$ cat config.mk
export PLATFORM = sky130hd
export DESIGN_NAME = uie_gate_top
export DESIGN_NICKNAME = d
export VERILOG_FILES = /design/src/common/uie_pkg.sv /design/src/common/uie_src_if.sv /design/src/core/uie_gate_top.sv /design/src/core/uie_status_latch.sv
export SDC_FILE = /design/constraint.sdc
export NUM_CORES = 1
export LEC_CHECK = 0
export ABC_AREA = 1
export BUFFER_PORTS_ARGS = -buffer_cell sky130_fd_sc_hd__buf_4
export CAP_MARGIN = 20
export CORE_MARGIN = 4
export CORE_UTILIZATION = 50
export CTS_CLUSTER_DIAMETER = 150
export CTS_CLUSTER_SIZE = 12
export DETAILED_ROUTE_END_ITERATION = 8
export GPL_TIMING_DRIVEN = 0
export PLACE_DENSITY = 0.74
export SLEW_MARGIN = 5
export SYNTH_ARGS = -nofsm -noshare
export SYNTH_HDL_FRONTEND = slang
export SYNTH_SLANG_ARGS = --single-unit
export TNS_END_PERCENT = 50
$ cat constraint.sdc
create_clock -name CLOCK -period 3.5 [get_ports CLOCK]
set_input_delay 0.7 -clock CLOCK [delete_from_list [all_inputs] [get_ports CLOCK]]
set_output_delay 0.7 -clock CLOCK [all_outputs]
set_load 0.02 [all_outputs]
$ cat src/common/uie_pkg.sv
/*
  Constants for the device interrupt enable block: command codes,
  register layout, reset value and source bit positions.
  Assumes a 16-bit parallel command/data bus on the controller clock.
*/
package uie_pkg;
  localparam int          REG_W        = 32;
  localparam int          WORD_W       = 16;
  localparam int          SRC_W        = 24;
  localparam logic [7:0]  CMD_WR_GATE  = 8'hC2;
  localparam logic [7:0]  CMD_RD_GATE  = 8'hC3;
  localparam logic [31:0] GATE_RESET   = 32'h0000_0000;
  localparam logic [31:0] GATE_LIVE    = 32'h00FF_FFFF;
  localparam int          BIT_BUS_RST  = 0;
  localparam int          BIT_SOF      = 1;
  localparam int          BIT_SOF_LOST = 2;
  localparam int          BIT_EOT      = 3;
  localparam int          BIT_SUSPEND  = 4;
  localparam int          BIT_RESUME   = 5;
  localparam int          BIT_EP_FIRST = 8;
  localparam int          WORDS_PER_XFER = 2;
endpackage

$ cat src/common/uie_src_if.sv
/*
  Carrier between the enable register file and the status latch.
  Assumes one clock domain for both modules.
*/
`timescale 1ns/1ps
`default_nettype none
interface uie_src_if #(parameter int SRC_W = 24);
  logic [SRC_W-1:0] gate;
  logic [SRC_W-1:0] event_in;
  logic [SRC_W-1:0] status_clr;
  logic [SRC_W-1:0] status;
  modport ctrl (output gate, output event_in, output status_clr, input status);
  modport latch (input gate, input event_in, input status_clr, output status);
endinterface
`default_nettype wire

$ cat src/core/uie_gate_top.sv
/*
  Device interrupt enable register reached by command codes on a 16-bit
  parallel bus, plus the gated status latch and interrupt output.
  Assumes CMD/WR/RD strobes are one-cycle pulses synchronous to CLOCK,
  and event pins are asynchronous.
*/
// How it works
// (RQ1) one enable bit per source
// (RQ2) disabled event never reaches interrupt pin
// (RQ3) only events after enabling raise pin
// (RQ4) enable gates status latching, not output
// (RQ5) bus reset keeps enable bits
// (RQ6) register is 32 bits, four bytes
// (RQ7) C2 writes, C3 reads the register
// (RQ8) two 16-bit words per transfer
// (RQ9) bits 31..24 reserved, read zero
`timescale 1ns/1ps
`default_nettype none
module uie_gate_top
  import uie_pkg::*;
#(
  parameter int SRC_W_P = uie_pkg::SRC_W
) (
  input  wire logic                       CLOCK,
  input  wire logic                       RESET_N,
  input  wire logic                       CMD_STB,
  input  wire logic [7:0]                 CMD_CODE,
  input  wire logic                       WR_STB,
  input  wire logic                       RD_STB,
  input  wire logic [uie_pkg::WORD_W-1:0] WR_DATA,
  output logic      [uie_pkg::WORD_W-1:0] RD_DATA,
  input  wire logic [SRC_W_P-1:0]         EVENT_PIN,
  input  wire logic                       USB_BUS_RESET,
  input  wire logic [SRC_W_P-1:0]         STATUS_CLR,
  output logic      [SRC_W_P-1:0]         STATUS,
  output logic                            IRQ
);
  import uie_pkg::*;

  // ****************************************
  //  command decode and word sequencing
  // ****************************************
  typedef enum logic [2:0] {
    UIE_IDLE  = 3'b001,
    UIE_WRITE = 3'b010,
    UIE_READ  = 3'b100
  } uie_phase_e;

  uie_phase_e         phase;
  uie_phase_e         next_phase;
  uie_phase_e         cmd_phase;
  logic               word_idx;
  logic               is_wr_cmd;
  logic               is_rd_cmd;
  logic               wr_take;
  logic               rd_take;
  logic               last_word;
  logic               low_load;
  logic               gate_load;
  logic [REG_W-1:0]   device_irq_gate_reg;
  logic [REG_W-1:0]   write_value;
  logic [WORD_W-1:0]  low_hold;
  logic [WORD_W-1:0]  rd_word;
  logic [SRC_W_P-1:0] sync_1;
  logic [SRC_W_P-1:0] sync_2;

  // (RQ7) decode the two codes
  assign is_wr_cmd = CMD_STB && (CMD_CODE == CMD_WR_GATE);
  assign is_rd_cmd = CMD_STB && (CMD_CODE == CMD_RD_GATE);
  // a new command ends a half-done transfer and starts its own
  assign cmd_phase = is_wr_cmd ? UIE_WRITE : (is_rd_cmd ? UIE_READ : UIE_IDLE);
  // a command in the same cycle as a strobe wins
  assign wr_take   = (phase == UIE_WRITE) && WR_STB && !CMD_STB;
  assign rd_take   = (phase == UIE_READ) && RD_STB && !CMD_STB;
  assign last_word = word_idx;
  // (RQ8) a lone first word never reaches the register
  assign low_load  = wr_take && !last_word;
  assign gate_load = wr_take && last_word;
  // (RQ9) reserved bits forced zero
  assign write_value = {WR_DATA, low_hold} & GATE_LIVE;
  // (RQ8) low half first
  assign rd_word = last_word ? device_irq_gate_reg[REG_W-1:WORD_W]
                             : device_irq_gate_reg[WORD_W-1:0];

  // unknown codes leave the machine idle
  always_comb begin
    next_phase = phase;
    unique case (phase)
      UIE_IDLE: begin
        if (CMD_STB) begin
          next_phase = cmd_phase;
        end
      end
      UIE_WRITE: begin
        if (CMD_STB) begin
          next_phase = cmd_phase;
        end else if (gate_load) begin
          next_phase = UIE_IDLE;
        end
      end
      UIE_READ: begin
        if (CMD_STB) begin
          next_phase = cmd_phase;
        end else if (rd_take && last_word) begin
          next_phase = UIE_IDLE;
        end
      end
      default: next_phase = UIE_IDLE;
    endcase
  end

  always_ff @(posedge CLOCK or negedge RESET_N) begin
    if (!RESET_N) begin
      phase <= UIE_IDLE;
    end else begin
      phase <= next_phase;
    end
  end

  // ****************************************
  //  word sequencing
  // ****************************************
  // word counter restarts on every command
  always_ff @(posedge CLOCK or negedge RESET_N) begin
    if (!RESET_N) begin
      word_idx <= 1'b0;
    end else if (CMD_STB) begin
      word_idx <= 1'b0;
    end else if (wr_take || rd_take) begin
      word_idx <= ~word_idx;
    end
  end

  always_ff @(posedge CLOCK or negedge RESET_N) begin
    if (!RESET_N) begin
      low_hold <= '0;
    end else if (low_load) begin
      low_hold <= WR_DATA;
    end
  end

  // ****************************************
  //  read path
  // ****************************************
  // word stands until the next taken read strobe
  always_ff @(posedge CLOCK or negedge RESET_N) begin
    if (!RESET_N) begin
      RD_DATA <= '0;
    end else if (rd_take) begin
      RD_DATA <= rd_word;
    end
  end

  // ****************************************
  //  enable register
  // ****************************************
  // (RQ5) only device reset clears it; bus reset not used here
  // (RQ6) full 32-bit update on second word
  // reserved byte masked on the way in, so reads give zero
  always_ff @(posedge CLOCK or negedge RESET_N) begin
    if (!RESET_N) begin
      device_irq_gate_reg <= GATE_RESET;
    end else if (gate_load) begin
      device_irq_gate_reg <= write_value;
    end
  end

  // ****************************************
  //  event sync and status latch
  // ****************************************
  // events are asynchronous; two stages before the edge detector
  // a pulse shorter than one clock period may be missed
  always_ff @(posedge CLOCK or negedge RESET_N) begin
    if (!RESET_N) begin
      sync_1 <= '0;
      sync_2 <= '0;
    end else begin
      sync_1 <= EVENT_PIN;
      sync_2 <= sync_1;
    end
  end

  uie_src_if #(.SRC_W(SRC_W_P)) src_bus ();

  // (RQ1) one gate bit per source
  assign src_bus.gate       = device_irq_gate_reg[SRC_W_P-1:0];
  assign src_bus.event_in   = sync_2;
  assign src_bus.status_clr = STATUS_CLR;

  uie_status_latch #(.SRC_W(SRC_W_P)) u_latch (
    .clk   (CLOCK),
    .rst_n (RESET_N),
    .src   (src_bus)
  );

  // ****************************************
  //  status and interrupt outputs
  // ****************************************
  // (RQ2) pin follows gated status only
  always_ff @(posedge CLOCK or negedge RESET_N) begin
    if (!RESET_N) begin
      STATUS <= '0;
    end else begin
      STATUS <= src_bus.status;
    end
  end

  // both registered, so the pin never leads the status it reports
  always_ff @(posedge CLOCK or negedge RESET_N) begin
    if (!RESET_N) begin
      IRQ <= 1'b0;
    end else begin
      IRQ <= |src_bus.status;
    end
  end

  // bus reset event itself enters via EVENT_PIN bit 0; this pin is informational
  wire unused_bus_reset = USB_BUS_RESET;
endmodule
`default_nettype wire

$ cat src/core/uie_status_latch.sv
/*
  Interrupt status latch: one sticky bit per source, set only on a new
  event edge while its enable bit is set.
  Assumes event inputs already synchronised to CLOCK.
*/
`timescale 1ns/1ps
`default_nettype none
module uie_status_latch #(
  parameter int SRC_W = 24
) (
  input  wire logic  clk,
  input  wire logic  rst_n,
  uie_src_if.latch   src
);
  logic [SRC_W-1:0] event_prev;
  logic [SRC_W-1:0] event_rise;
  logic [SRC_W-1:0] status;
  logic [SRC_W-1:0] next_status;

  // (RQ3) edge only, late enable
  assign event_rise = src.event_in & ~event_prev;
  // (RQ4) gate the latching; set beats clear
  assign next_status = (status & ~src.status_clr) | (event_rise & src.gate);
  assign src.status  = status;

  always_ff @(posedge clk or negedge rst_n) begin
    if (!rst_n) begin
      event_prev <= '0;
      status     <= '0;
    end else begin
      event_prev <= src.event_in;
      status     <= next_status;
    end
  end
endmodule
`default_nettype wire

=== After elaboration in Yosys (flattened, before gate mapping) ===
Index checks and enable logic that the tools add are counted.

* Flip-flop bits (word level): 181
* Output and inout bits: 41
* Logic and storage cells: 52

* Eq/ne operators: 8
* Mux-type cells: 11
* Bitwise logic cells: 7
* Reductions and logical operators: 15

{| class="wikitable"
|+ Operators with widths
! operator !! number
|-
| 24-bit bitwise AND || 3
|-
| 24-bit NOT || 2
|-
| 24-bit bitwise OR || 1
|-
| 24-bit OR reduction || 1
|-
| 3-bit 2-to-1 mux || 7
|-
| 8-bit equality test (second input constant) || 2
|-
| 16-bit 2-to-1 mux || 1
|-
| 1-bit logical AND || 9
|-
| 3-bit case mux with 3 select lines || 1
|-
| 3-bit by 1-bit equality test with 1-bit output (second input constant) || 1
|-
| 3-bit by 2-bit equality test with 1-bit output (second input constant) || 1
|-
| 3-bit equality test (second input constant) || 1
|-
| 3-bit by 2-bit != test with 1-bit output (second input constant) || 1
|-
| 3-bit != test (second input constant) || 1
|-
| 3-bit AND reduction || 1
|-
| 1-bit zero test || 2
|-
| 1-bit 2-to-1 mux || 2
|-
| 2-bit != test (second input constant) || 1
|-
| 2-bit nonzero test || 1
|-
| 1-bit logical OR || 1
|-
| 1-bit NOT || 1
|}

=== Depth between registers and ports, before layout ===
Gate-level depths: netlist (run 1).

* Word-level depth: 7
* Mapped depth: 8
* Gate-level depth less buffers: 8

=== By module ===
From an unflattened synthesis (run 1), not the netlist that was laid out.

* Cells, all modules: 536
* Area, all modules: 6,218.5 µm²

{| class="wikitable"
|+ By module, submodules not included
! module !! instances !! cells an instance !! area an instance (µm²) !! sequential area each (µm²)
|-
| uie_gate_top || 1 || 368 || 4,536.9 || 3,329.4
|-
| uie_status_latch || 1 || 168 || 1,681.6 || 1,201.2
|}

=== Worst setup path after synthesis (run 1) ===
OpenSTA, ideal clock, no wires.

* Path kind: input port to flip-flop
* From: in CMD_CODE[3]
* To: reg phase[0]
* Library setup time: 0.076 ns
* Data arrival time: 1.423 ns
* Path slack: 2.002 ns
* Cell stages on the path: 5
* Path buffers: 0
* Cells stage by stage: or2_2 -> nor3_1 -> nand2_1 -> nand2_1 -> nand2_1

* Word-level cells in the longest chain between the ends: 6

{| class="wikitable"
|+ RTL lines
! element !! RTL line !! text
|-
| start: declaration || uie_gate_top.sv:27 || <nowiki>input wire logic [7:0] CMD_CODE,</nowiki>
|-
| 8-bit equality test || uie_gate_top.sv:69 || <nowiki>assign is_rd_cmd = CMD_STB && (CMD_CODE == CMD_RD_GATE);</nowiki>
|-
| 1-bit logical AND || uie_gate_top.sv:69 ||
|-
| 3-bit 2-to-1 mux || uie_gate_top.sv:71 || <nowiki>assign cmd_phase = is_wr_cmd ? UIE_WRITE : (is_rd_cmd ? UIE_READ : UIE_IDLE);</nowiki>
|-
| 3-bit 2-to-1 mux * || uie_gate_top.sv:71 ||
|-
| 3-bit 2-to-1 mux, on equally long branches || uie_gate_top.sv:102, uie_gate_top.sv:90, uie_gate_top.sv:95 ||
|-
| 3-bit case mux with 3 select lines * || uie_gate_top.sv:88 || <nowiki>unique case (phase)</nowiki>
|-
| end signal: assignment || uie_gate_top.sv:116 || <nowiki>phase <= next_phase;</nowiki>
|-
| end: declaration || uie_gate_top.sv:49 || <nowiki>uie_phase_e phase;</nowiki>
|}

Every way passes the cells marked *; elsewhere a longest branch is shown, timed or not. The select of a mux whose other input is x is not followed.
A chain may end at the register's enable or synchronous reset.

=== Worst setup path after layout (run 1) ===
* From: reg RD_DATA[7] (netlist bit)
* To: out RD_DATA[7] (netlist bit)

{| class="wikitable"
|+ RTL lines
! element !! RTL line !! text
|-
| start: declaration || uie_gate_top.sv:31 || <nowiki>output logic [uie_pkg::WORD_W-1:0] RD_DATA,</nowiki>
|-
| start signal: assignment || uie_gate_top.sv:150 || <nowiki>RD_DATA <= rd_word;</nowiki>
|}

No word-level cell between the ends.

==> results of run 1 <==
[layout by cell type, fill, tap and decap left out, types with 2 or more instances in the layout]
| master | instances |
|---|---|
| a32o_1 | 2 |
| buf_4 | 119 |
| buf_6 | 4 |
| buf_8 | 2 |
| clkbuf_1 | 5 |
| clkbuf_16 | 17 |
| clkinv_4 | 3 |
| clkinvlp_4 | 3 |
| dfrtp_1 | 180 |
| inv_1 | 51 |
| inv_2 | 3 |
| inv_6 | 6 |
| nand2_1 | 105 |
| nand2_2 | 6 |
| nand2_4 | 2 |
| nand3_1 | 45 |
| nand3b_1 | 9 |
| nand4_1 | 5 |
| nor2_1 | 12 |
| nor4_1 | 2 |
| o21ai_0 | 25 |
| o21ai_1 | 14 |
| o21ai_2 | 10 |
| o2bb2ai_1 | 6 |
[path summary, 6_finish.rpt]
| kind | startpoint | to | slack [ns] | depth (start not counted) |
|---|---|---|---|---|
| worst min register to register | sync_1[5] | src_bus.event_in[5] | 0.35 | 0 |
| worst max-delay path | RD_DATA[7] | RD_DATA[7] | 1.80 | 1 |
| min in group CLOCK | sync_1[5] | src_bus.event_in[5] | 0.35 | 0 |
| worst max register to register | phase[2] | device_irq_gate_reg[9] | 1.92 | 7 |
| max in group asynchronous | RESET_N | STATUS[8] | 2.37 | 2 |
| worst min-delay path | RESET_N | sync_1[19] | 0.23 | 1 |
[final cells by class]
type                    count  area, um2  area share
plain buffers              14        106      0.0136
clock buffers              18        439      0.0563
clock inverters            14        143      0.0183
inverters                  55        209      0.0268
multi-input cells         251       1270       0.163
flip-flops and latches    181       4530       0.581
well taps                 147        184      0.0236
repair buffers            118        913       0.117
[metal layers]
metal	global-route usage	vias to the layer above	part of all wire
li1	-	1877	-
met1	0.223	1916	0.42
met2	0.317	111	0.51
met3	0.0603	17	0.057
met4	0.0710	0	0.017
met5	0	-	0
[cell families after synthesis]
kind of cell           count (synthesis)  share of synthesized area
and+or+nand+nor                      192                      0.148
DFF                                  181                      0.740
buffers and inverters                 69                     0.0515
AOI/OAI and AO/OA                     59                     0.0601
[power by group]
part | switching (mW) | leakage (nW) | internal (mW)
clock | 0.834 | 0.277 | 1.02
combinational | 0.0942 | 1.37 | 0.0722
sequential | 0.0200 | 2.36 | 2.14
==> run_results.csv, run 1 <==
group,metric,value,unit
run_status,outcome,"finished clean",
power,power.density,536,nW/um2
critical_path,cp-end-kind,"output pin",
timing,holdWs,0.235,ns
final_layout,fin_nets,716,
synth,synth_area_leaders,"dfrtp_1, nand2_1, nand3_1",
power,leakagePower,4.00,nW
detailed_routing,drt_iter0_drc,256,
final_layout,fin_area,7800,um2
cts,cts_root_buffer,"clkbuf_16",
cts,clock_sinks,181,
critical_path,max_stage_delay,0.41,ns
floorplan,rows,40,
timing,finalSetupViolations,0,
floorplan,dieHeight,119,um
critical_path,cp.arrival,1.00,ns
cts,cts.clk_slew.worst_paths,0.07,ns
final_layout,fillerInstances,897,
timing,finalCritPeriodShare,0.487,
synth,netlist_area,6120,um2
synth,ys_top_cells_by_count,"dfrtp_1, nand2_1, inv_1",
synth,yosys.cell_count.top_type,"dfrtp_1",
grt,track_usage,0.187,
run,max_cap_viol_count,0,
grt,grt_overflow_total,0,
timing,hold_violations,0,
floorplan,die_area,14100,um2
detailed_routing,vias,3921,
final_layout,final_cells,798,
grt,grt_pass1_wl,20300,um
cts,postCtsSetupBuffers,0,
synth,synth.yosys.seq_area_share,0.740,
grt,antenna_found_initial,0,
power,power,4.18,mW
synth,postSynthAreaPerCell,12.2,um2
synth,ys_async_sr_fraction,1.00,
synth,synthFlopType,"dfrtp_1",
final_layout,syn2layout_area_growth,27.4,%
critical_path,crit_type,"reg2out",
synth,synth_top_area_share,0.736,
final_layout,diodes,0,
detailed_routing,wl,12400,um
detailed_routing,drt.antenna.violating_nets,0,
floorplan,dieWidth,119,um
detailed_routing,viasPerCell,4.91,
critical_path,startpoint_type,"flop",
detailed_routing,drt_first_pass_iters,4,
place,gp_congestion,0.787,
synth,yosys.area.top_type,"dfrtp_1",
grt,grt_pass1_vias,4244,
cts,cts_made_buffers,17,
timing,clock_skew,0.00631,ns
floorplan,num_io_pins,119,
timing,drv_slew,0,
synth,syn-num-nets,579,
timing,relSlewSlack,0.604,
cts,clock_path_buffers,2,
critical_path,slowest_stage,"dfrtp_1",
timing,rsz0062_at_grt,"false",
detailed_routing,remaining_drc_errors,0,
critical_path,cp.required,2.80,ns
synth,ys_ff_latch,181,
timing,fin_setup_tns,0,ns
place,io_buffer_count,117,
critical_path,crit_fanout,2,
floorplan,coreArea,12000,um2
critical_path,path_cells,"buf_4",
power,peakVddDrop,352,uV
critical_path,path_delay_family,"flip-flops",
place,place_inst,766,
grt,grt_max_degree,104,
synth,synth_cell_type_count,31,
floorplan,initial_core_util,0.509,
place,placed_cell_area,7220,um2
final_layout,drive_above_1_share,0.287,
timing,fin_crit,1.70,ns
cts,cts_resized,0,
cts,postCtsHoldBufs,0,
place,place_ws,1.82,ns
min_path,hold_class,"in2async",
synth,synth_edf_count,0,
cts,cts_tree,"built",
synth,yosys_warnings,0,
timing,fmax,587,MHz
detailed_routing,wire_per_inst,15.6,um
cts,clock_latency,0.43,ns
place,post-dp-hpwl,8660,um
timing,setup_ws,1.80,ns
final_layout,final_util,0.649,
timing,tightestPinTransition,0.589,ns
cts,ctsHtreeMaxLevel,4,
synth,synth_cells,501,
critical_path,critPathBufInv,1,
Power figures use the tool's default switching activity.
==> run 2: changes to the inputs <==
==> constraint.sdc (replaced) <==
create_clock -name CLOCK -period 1.6 [get_ports CLOCK]
set_input_delay 0.32 -clock CLOCK [delete_from_list [all_inputs] [get_ports CLOCK]]
set_output_delay 0.32 -clock CLOCK [all_outputs]
set_load 0.02 [all_outputs]
==> run 2 against run 1 <==
Effect of this change: combinational power grew to 2.5 times the previous value; total power is 120% higher; core utilization increased by 2.5 points; first-iteration DRC count shrank 11%; sequential cell count is the same; sequential power is 120% higher; hold slack got worse by 0.18 ns; register-to-register slack got worse by 1.8 ns; global-route usage grew 0.47 points; largest power group unchanged.
==> run_results.csv, run 2 (synthesis results as in run 1) <==
group,metric,value,unit
run_status,outcome,"finished clean",
cts,clock_path_buffers,2,
cts,cts_root_buffer,"clkbuf_16",
critical_path,r2r_end,"phase[1]",
place,gp_congestion,0.787,
cts,cts_tree,"built",
cts,cts.clk_slew.worst_paths,0.07,ns
critical_path,crit_type,"reg2reg",
floorplan,initial_core_util,0.509,
grt,grt_pass1_vias,4333,
power,power.density,1130,nW/um2
detailed_routing,viasPerCell,4.91,
final_layout,mostFrequentLayoutCells,"dfrtp_1, buf_4, nand2_1, inv_1, nand3_1",
timing,hold_violations,0,
grt,grt_max_degree,104,
critical_path,cp.required,1.92,ns
cts,clock_latency,0.43,ns
critical_path,cp.arrival,1.82,ns
final_layout,fillerInstances,868,
power,combPwrFrac,0.045,
timing,drv_slew,0,
critical_path,path_cells,"inv_2, nor3_4, nand2_2, nor2_8, nand2_4, buf_6, nand3_1, nand2_1",
grt,antenna_found_initial,0,
detailed_routing,drt.antenna.violating_nets,0,
cts,clock_sinks,181,
timing,setup_ws,0.103,ns
floorplan,die_area,14100,um2
critical_path,rrSetupSlack,0.10,ns
detailed_routing,remaining_drc_errors,0,
cts,cts_made_buffers,17,
place,placed_cell_area,7220,um2
final_layout,final_common_cell,"dfrtp_1",
floorplan,rows,40,
critical_path,crit_fanout,10,
critical_path,cp-end-kind,"flop",
power,peakVddDrop,770,uV
timing,tightestPinTransition,0.590,ns
final_layout,fin_area,8100,um2
timing,finalSetupViolations,0,
grt,grt_pass1_wl,20800,um
power,clkPwrFrac,0.441,
grt,track_usage,0.192,
critical_path,max_stage_delay,0.39,ns
timing,clock_skew,0.00663,ns
min_path,worstHoldPathCells,2,
floorplan,coreArea,12000,um2
floorplan,num_io_pins,119,
min_path,hold_end,"u_latch.src.status[0]",
power,p_int,7.10,mW
detailed_routing,vias,4069,
critical_path,r2r_cells,8,
floorplan,dieHeight,119,um
timing,fmax,668,MHz
critical_path,startpoint_type,"flop",
critical_path,path_delay_family,"simple AND/OR/NAND/NOR gates",
critical_path,timing.rr.start,"phase[1]",
floorplan,dieWidth,119,um
final_layout,drive_above_1_share,0.283,
final_layout,diodes,0,
power,leakagePower,4.15,nW
detailed_routing,drt_first_pass_iters,6,
critical_path,critPathBufInv,2,
place,place_ws,0.0240,ns
power,power.share.switching,0.227,
final_layout,syn2layout_area_growth,32.4,%
power,seqPwrFrac,0.514,
min_path,hold_class,"in2reg",
detailed_routing,wl,12800,um
place,post-dp-hpwl,8660,um
timing,finalCritPeriodShare,0.935,
place,io_buffer_count,117,
cts,ctsHtreeMaxLevel,4,
grt,grt_overflow_total,0,
timing,relSlewSlack,0.603,
timing,fin_crit,1.50,ns
min_path,hp-start,"STATUS_CLR[0]",
critical_path,slowest_stage,"dfrtp_1",
final_layout,fin_nets,747,
run,max_cap_viol_count,0,
detailed_routing,wire_per_inst,15.4,um
power,power.switching,2.08,mW
detailed_routing,drt_iter0_drc,229,
-- run 2: cell types whose count changed in the layout (fill, tap and decap cells not counted) --
cell,change
buf_2,-1
buf_4,+5
buf_6,+2
dlygate4sd3_1,+25
-- run 2: layout make-up --
cell class	count	area (um2)	area share
clock buffers	18	439	0.0542
plain buffers	14	116	0.0144
clock inverters	14	143	0.0176
flip-flops and latches	181	4530	0.559
inverters	55	209	0.0258
well taps	147	184	0.0227
multi-input cells	251	1270	0.157
repair buffers	149	1210	0.149
-- run 2: worst max path at each step --
stage	startpoint	end	cells past startpoint
floorplan	phase[2]	device_irq_gate_reg[11]	7
global placement	RESET_N	u_latch.src.status[9]	1
detailed placement	phase[2]	device_irq_gate_reg[9]	7
CTS	phase[1]	device_irq_gate_reg[9]	8
global route	phase[1]	device_irq_gate_reg[22]	8
finish	phase[1]	phase[1]	8
-- run 2: through the flow --
stage / power, mW / hold WS (ns) / std cells / setup TNS (ns) / util
after CTS: 9.27 / 0.0387 / 823 / 0 / 0.670
after global routing: 9.53 / 0.0404 / 829 / -0.0106 / 0.675
after floorplan: 4.89 / 0.0244 / 501 / 0 / -
after global placement: 5.15 / 0.332 / 765 / -129.08 / 0.598
after detailed placement: 5.18 / 0.329 / 766 / 0 / 0.601
final: 9.19 / 0.0516 / 829 / 0 / 0.675
-- run 2: power groups by stage --
stage | clock (mW) | combinational, mW | sequential, mW
finish | 4.05 | 0.415 | 4.72
global route | 4.34 | 0.460 | 4.73
CTS | 4.13 | 0.423 | 4.72
detailed placement | 0 | 0.371 | 4.81
global placement | 0 | 0.350 | 4.80
floorplan | 0 | 0.0929 | 4.79
-- run 2: repair_timing --
| item | CTS | global route |
|---|---|---|
| endpoints found under the hold margin | 101 | 0 |
| buffers inserted | 0 | 6 |
| setup endpoints to repair | 1 | 54 |
| gates resized for setup | 0 | 4 |
| pin swaps | 1 | 4 |
| hold buffers | 25 | 0 |
-- run 2: metal layers --
metal	GRT usage	wire length, um
met1	0.227	5200
met2	0.329	6590
met3	0.0598	789
met4	0.0710	204
met5	0	0
==> run 3: changes to the inputs <==
--- a/config.mk
+++ b/config.mk
@@ -18,5 +18,6 @@
 export SLEW_MARGIN = 5
 export SYNTH_ARGS = -nofsm -noshare
 export SYNTH_HDL_FRONTEND = slang
+export SYNTH_HIERARCHICAL = 1
 export SYNTH_SLANG_ARGS = --single-unit
 export TNS_END_PERCENT = 50
==> run 3 against run 2 <==
Effect of this change: area after synthesis increased by 1.6%; sequential share of layout area decreased by 0.54 points; core utilization increased by 0.093 points; hold slack got worse by 0.039 ns; largest cell class unchanged.
==> run_results.csv, run 3 <==
group,metric,value,unit
synth,ys_top_cells_by_count,"dfrtp_1, nand2_1, inv_1",
timing,drv_slew,0,
grt,grt.busiest_layer,"met2",
timing,holdWs,0.0131,ns
run_status,outcome,"finished clean",
final_layout,final_common_cell,"dfrtp_1",
floorplan,coreArea,12100,um2
grt,grt_pass1_wl,21500,um
floorplan,rows,40,
timing,tightestPinTransition,0.596,ns
cts,cts_root_buffer,"clkbuf_16",
timing,finalCritPeriodShare,0.976,
detailed_routing,drt_first_pass_iters,6,
power,power.density,1150,nW/um2
floorplan,die_area,14300,um2
cts,clock_path_buffers,2,
grt,grt_pass1_vias,4395,
grt,grt_max_degree,98,
cts,cts_made_buffers,17,
final_layout,diodes,0,
timing,fmax,640,MHz
synth,synth.yosys.seq_area_share,0.729,
critical_path,crit_fanout,10,
timing,finalSetupViolations,0,
power,power.switching,2.08,mW
final_layout,fillerInstances,927,
cts,postCtsSetupBuffers,0,
final_layout,syn2layout_area_growth,31.6,%
synth,netlist_area,6220,um2
critical_path,crit_type,"reg2reg",
detailed_routing,drt_iter0_drc,301,
place,io_buffer_count,117,
timing,fin_crit,1.56,ns
critical_path,path_delay_family,"simple AND/OR/NAND/NOR gates",
final_layout,final_util,0.676,
power,leakagePower,4.40,nW
timing,clock_skew,0.0121,ns
synth,yosys_warnings,6,
critical_path,cp.arrival,1.85,ns
synth,synth_area_leaders,"dfrtp_1, nand2_1, nand3_1",
detailed_routing,wl,13100,um
grt,track_usage,0.195,
critical_path,slowest_stage,"dfstp_2",
floorplan,num_io_pins,119,
synth,yosys.cell_count.top_type,"dfrtp_1",
synth,ys_ff_latch,181,
cts,cts.clk_slew.worst_paths,0.07,ns
detailed_routing,viasPerCell,4.73,
grt,gr-usage-met2,0.326,
power,peakVddDrop,559,uV
synth,synth_edf_count,0,
grt,grt_overflow_total,0,
detailed_routing,vias,4145,
critical_path,critPathBufInv,1,
synth,synth_cells,536,
run,max_cap_viol_count,0,
cts,cts_tree,"built",
floorplan,initial_core_util,0.513,
detailed_routing,drt.antenna.violating_nets,0,
final_layout,fin_nets,774,
min_path,hold_class,"in2reg",
power,power.share.switching,0.222,
timing,fin_setup_tns,0,ns
cts,clock_sinks,181,
final_layout,drive_above_1_share,0.276,
power,combPwrFrac,0.059,
timing,rsz0062_at_grt,"true",
grt,met1_usage,0.251,
timing,hold_violations,0,
synth,syn-num-nets,614,
synth,postSynthAreaPerCell,11.6,um2
critical_path,startpoint_type,"flop",
floorplan,dieHeight,120,um
synth,synth_top_area_share,0.724,
critical_path,path_cells,"nor2_1, nand2_1, nor2_2, nand2_2, clkbuf_4, o31ai_1",
power,seqPwrFrac,0.506,
cts,clock_latency,0.42,ns
grt,antenna_found_initial,0,
synth,ys_async_sr_fraction,1.00,
floorplan,dieWidth,120,um
detailed_routing,wire_per_inst,14.9,um
power,clkPwrFrac,0.435,
synth,yosys.area.top_type,"dfrtp_1",
power,p_int,7.31,mW
detailed_routing,remaining_drc_errors,0,
final_layout,mostFrequentLayoutCells,"dfrtp_1, nand2_1, buf_4, inv_1, nand3_1",
critical_path,max_stage_delay,0.39,ns
grt,gr-usage-met3,0.0471,
critical_path,cp-end-kind,"flop",
critical_path,cp.required,1.89,ns
synth,synth_cell_type_count,21,
timing,relSlewSlack,0.599,
synth,synthFlopType,"dfrtp_1",
place,post-dp-hpwl,8730,um
cts,ctsHtreeMaxLevel,4,
place,gp_congestion,0.764,
run 3: cell types whose count changed in the layout (fill, tap and decap cells not counted), sizes merged, moves of 4 or more:
cell / change
buf: -5
inv: +5
nand2: +37
nand3: +9
nand3b: -7
nand4: -4
nor2: +8
nor4: +4
o21ai: -21
o2bb2ai: -6
o31ai: +8
run 3: kinds of logic after synthesis:
family	count (synthesis)	share of synthesized area
AOI/OAI and AO/OA	37	0.0431
buffers and inverters	80	0.0575
DFF	181	0.729
and+or+nand+nor	238	0.171
run 3: worst paths after layout:
kind / from / to / slack, ns / cells past startpoint
setup / recovery: phase[0] / RD_DATA[3] / 0.04 / 6
hold / removal: EVENT_PIN[7] / sync_1[7] / 0.01 / 1
setup reg to reg: phase[0] / RD_DATA[3] / 0.04 / 6
hold reg to reg: sync_1[11] / src_bus.event_in[11] / 0.35 / 0
max in group asynchronous: RESET_N / device_irq_gate_reg[23] / 0.28 / 3
min in group asynchronous: RESET_N / STATUS[17] / 0.47 / 2
run 3: power groups by stage:
stage | combinational, mW | sequential, mW | clock, mW
global route | 0.619 | 4.77 | 4.36
detailed placement | 0.508 | 4.84 | 0
CTS | 0.536 | 4.76 | 4.15
floorplan | 0.144 | 4.86 | 0
global placement | 0.484 | 4.83 | 0
finish | 0.551 | 4.76 | 4.09
run 3: final cells by class:
cell class,count,area [um2],area share
Clock buffer,19,443,0.0541
Tap cell,168,210,0.0257
Sequential cell,181,4530,0.554
Multi-Input combinational cell,275,1340,0.163
Timing Repair Buffer,142,1150,0.141
Buffer,15,119,0.0145
Inverter,64,240,0.0294
Clock inverter,13,148,0.0180
run 3: what timing repair did:
item	4_1_cts	5_1_grt
endpoints found under the setup margin	5	12
gates resized for setup	1	6
pin swaps	0	2
hold buffers	12	12
hold endpoints to repair	95	12
run 3: metal layers:
metal	wire, um	up-vias
met3	646	18
met1	5310	2016
met5	0	-
li1	-	1999
met4	243	0
met2	6880	112
run 3: through the flow:
stage / area (um2) / power, mW / setup WS, ns / cells
floorplan: 6220 / 5.00 / 0.248 / 536
global placement: 7310 / 5.32 / -0.745 / 821
detailed placement: 7340 / 5.35 / -0.00150 / 822
CTS: 8050 / 9.44 / 0.0690 / 866
global route: 8180 / 9.74 / -0.0737 / 877
finish: 8180 / 9.40 / 0.0386 / 877
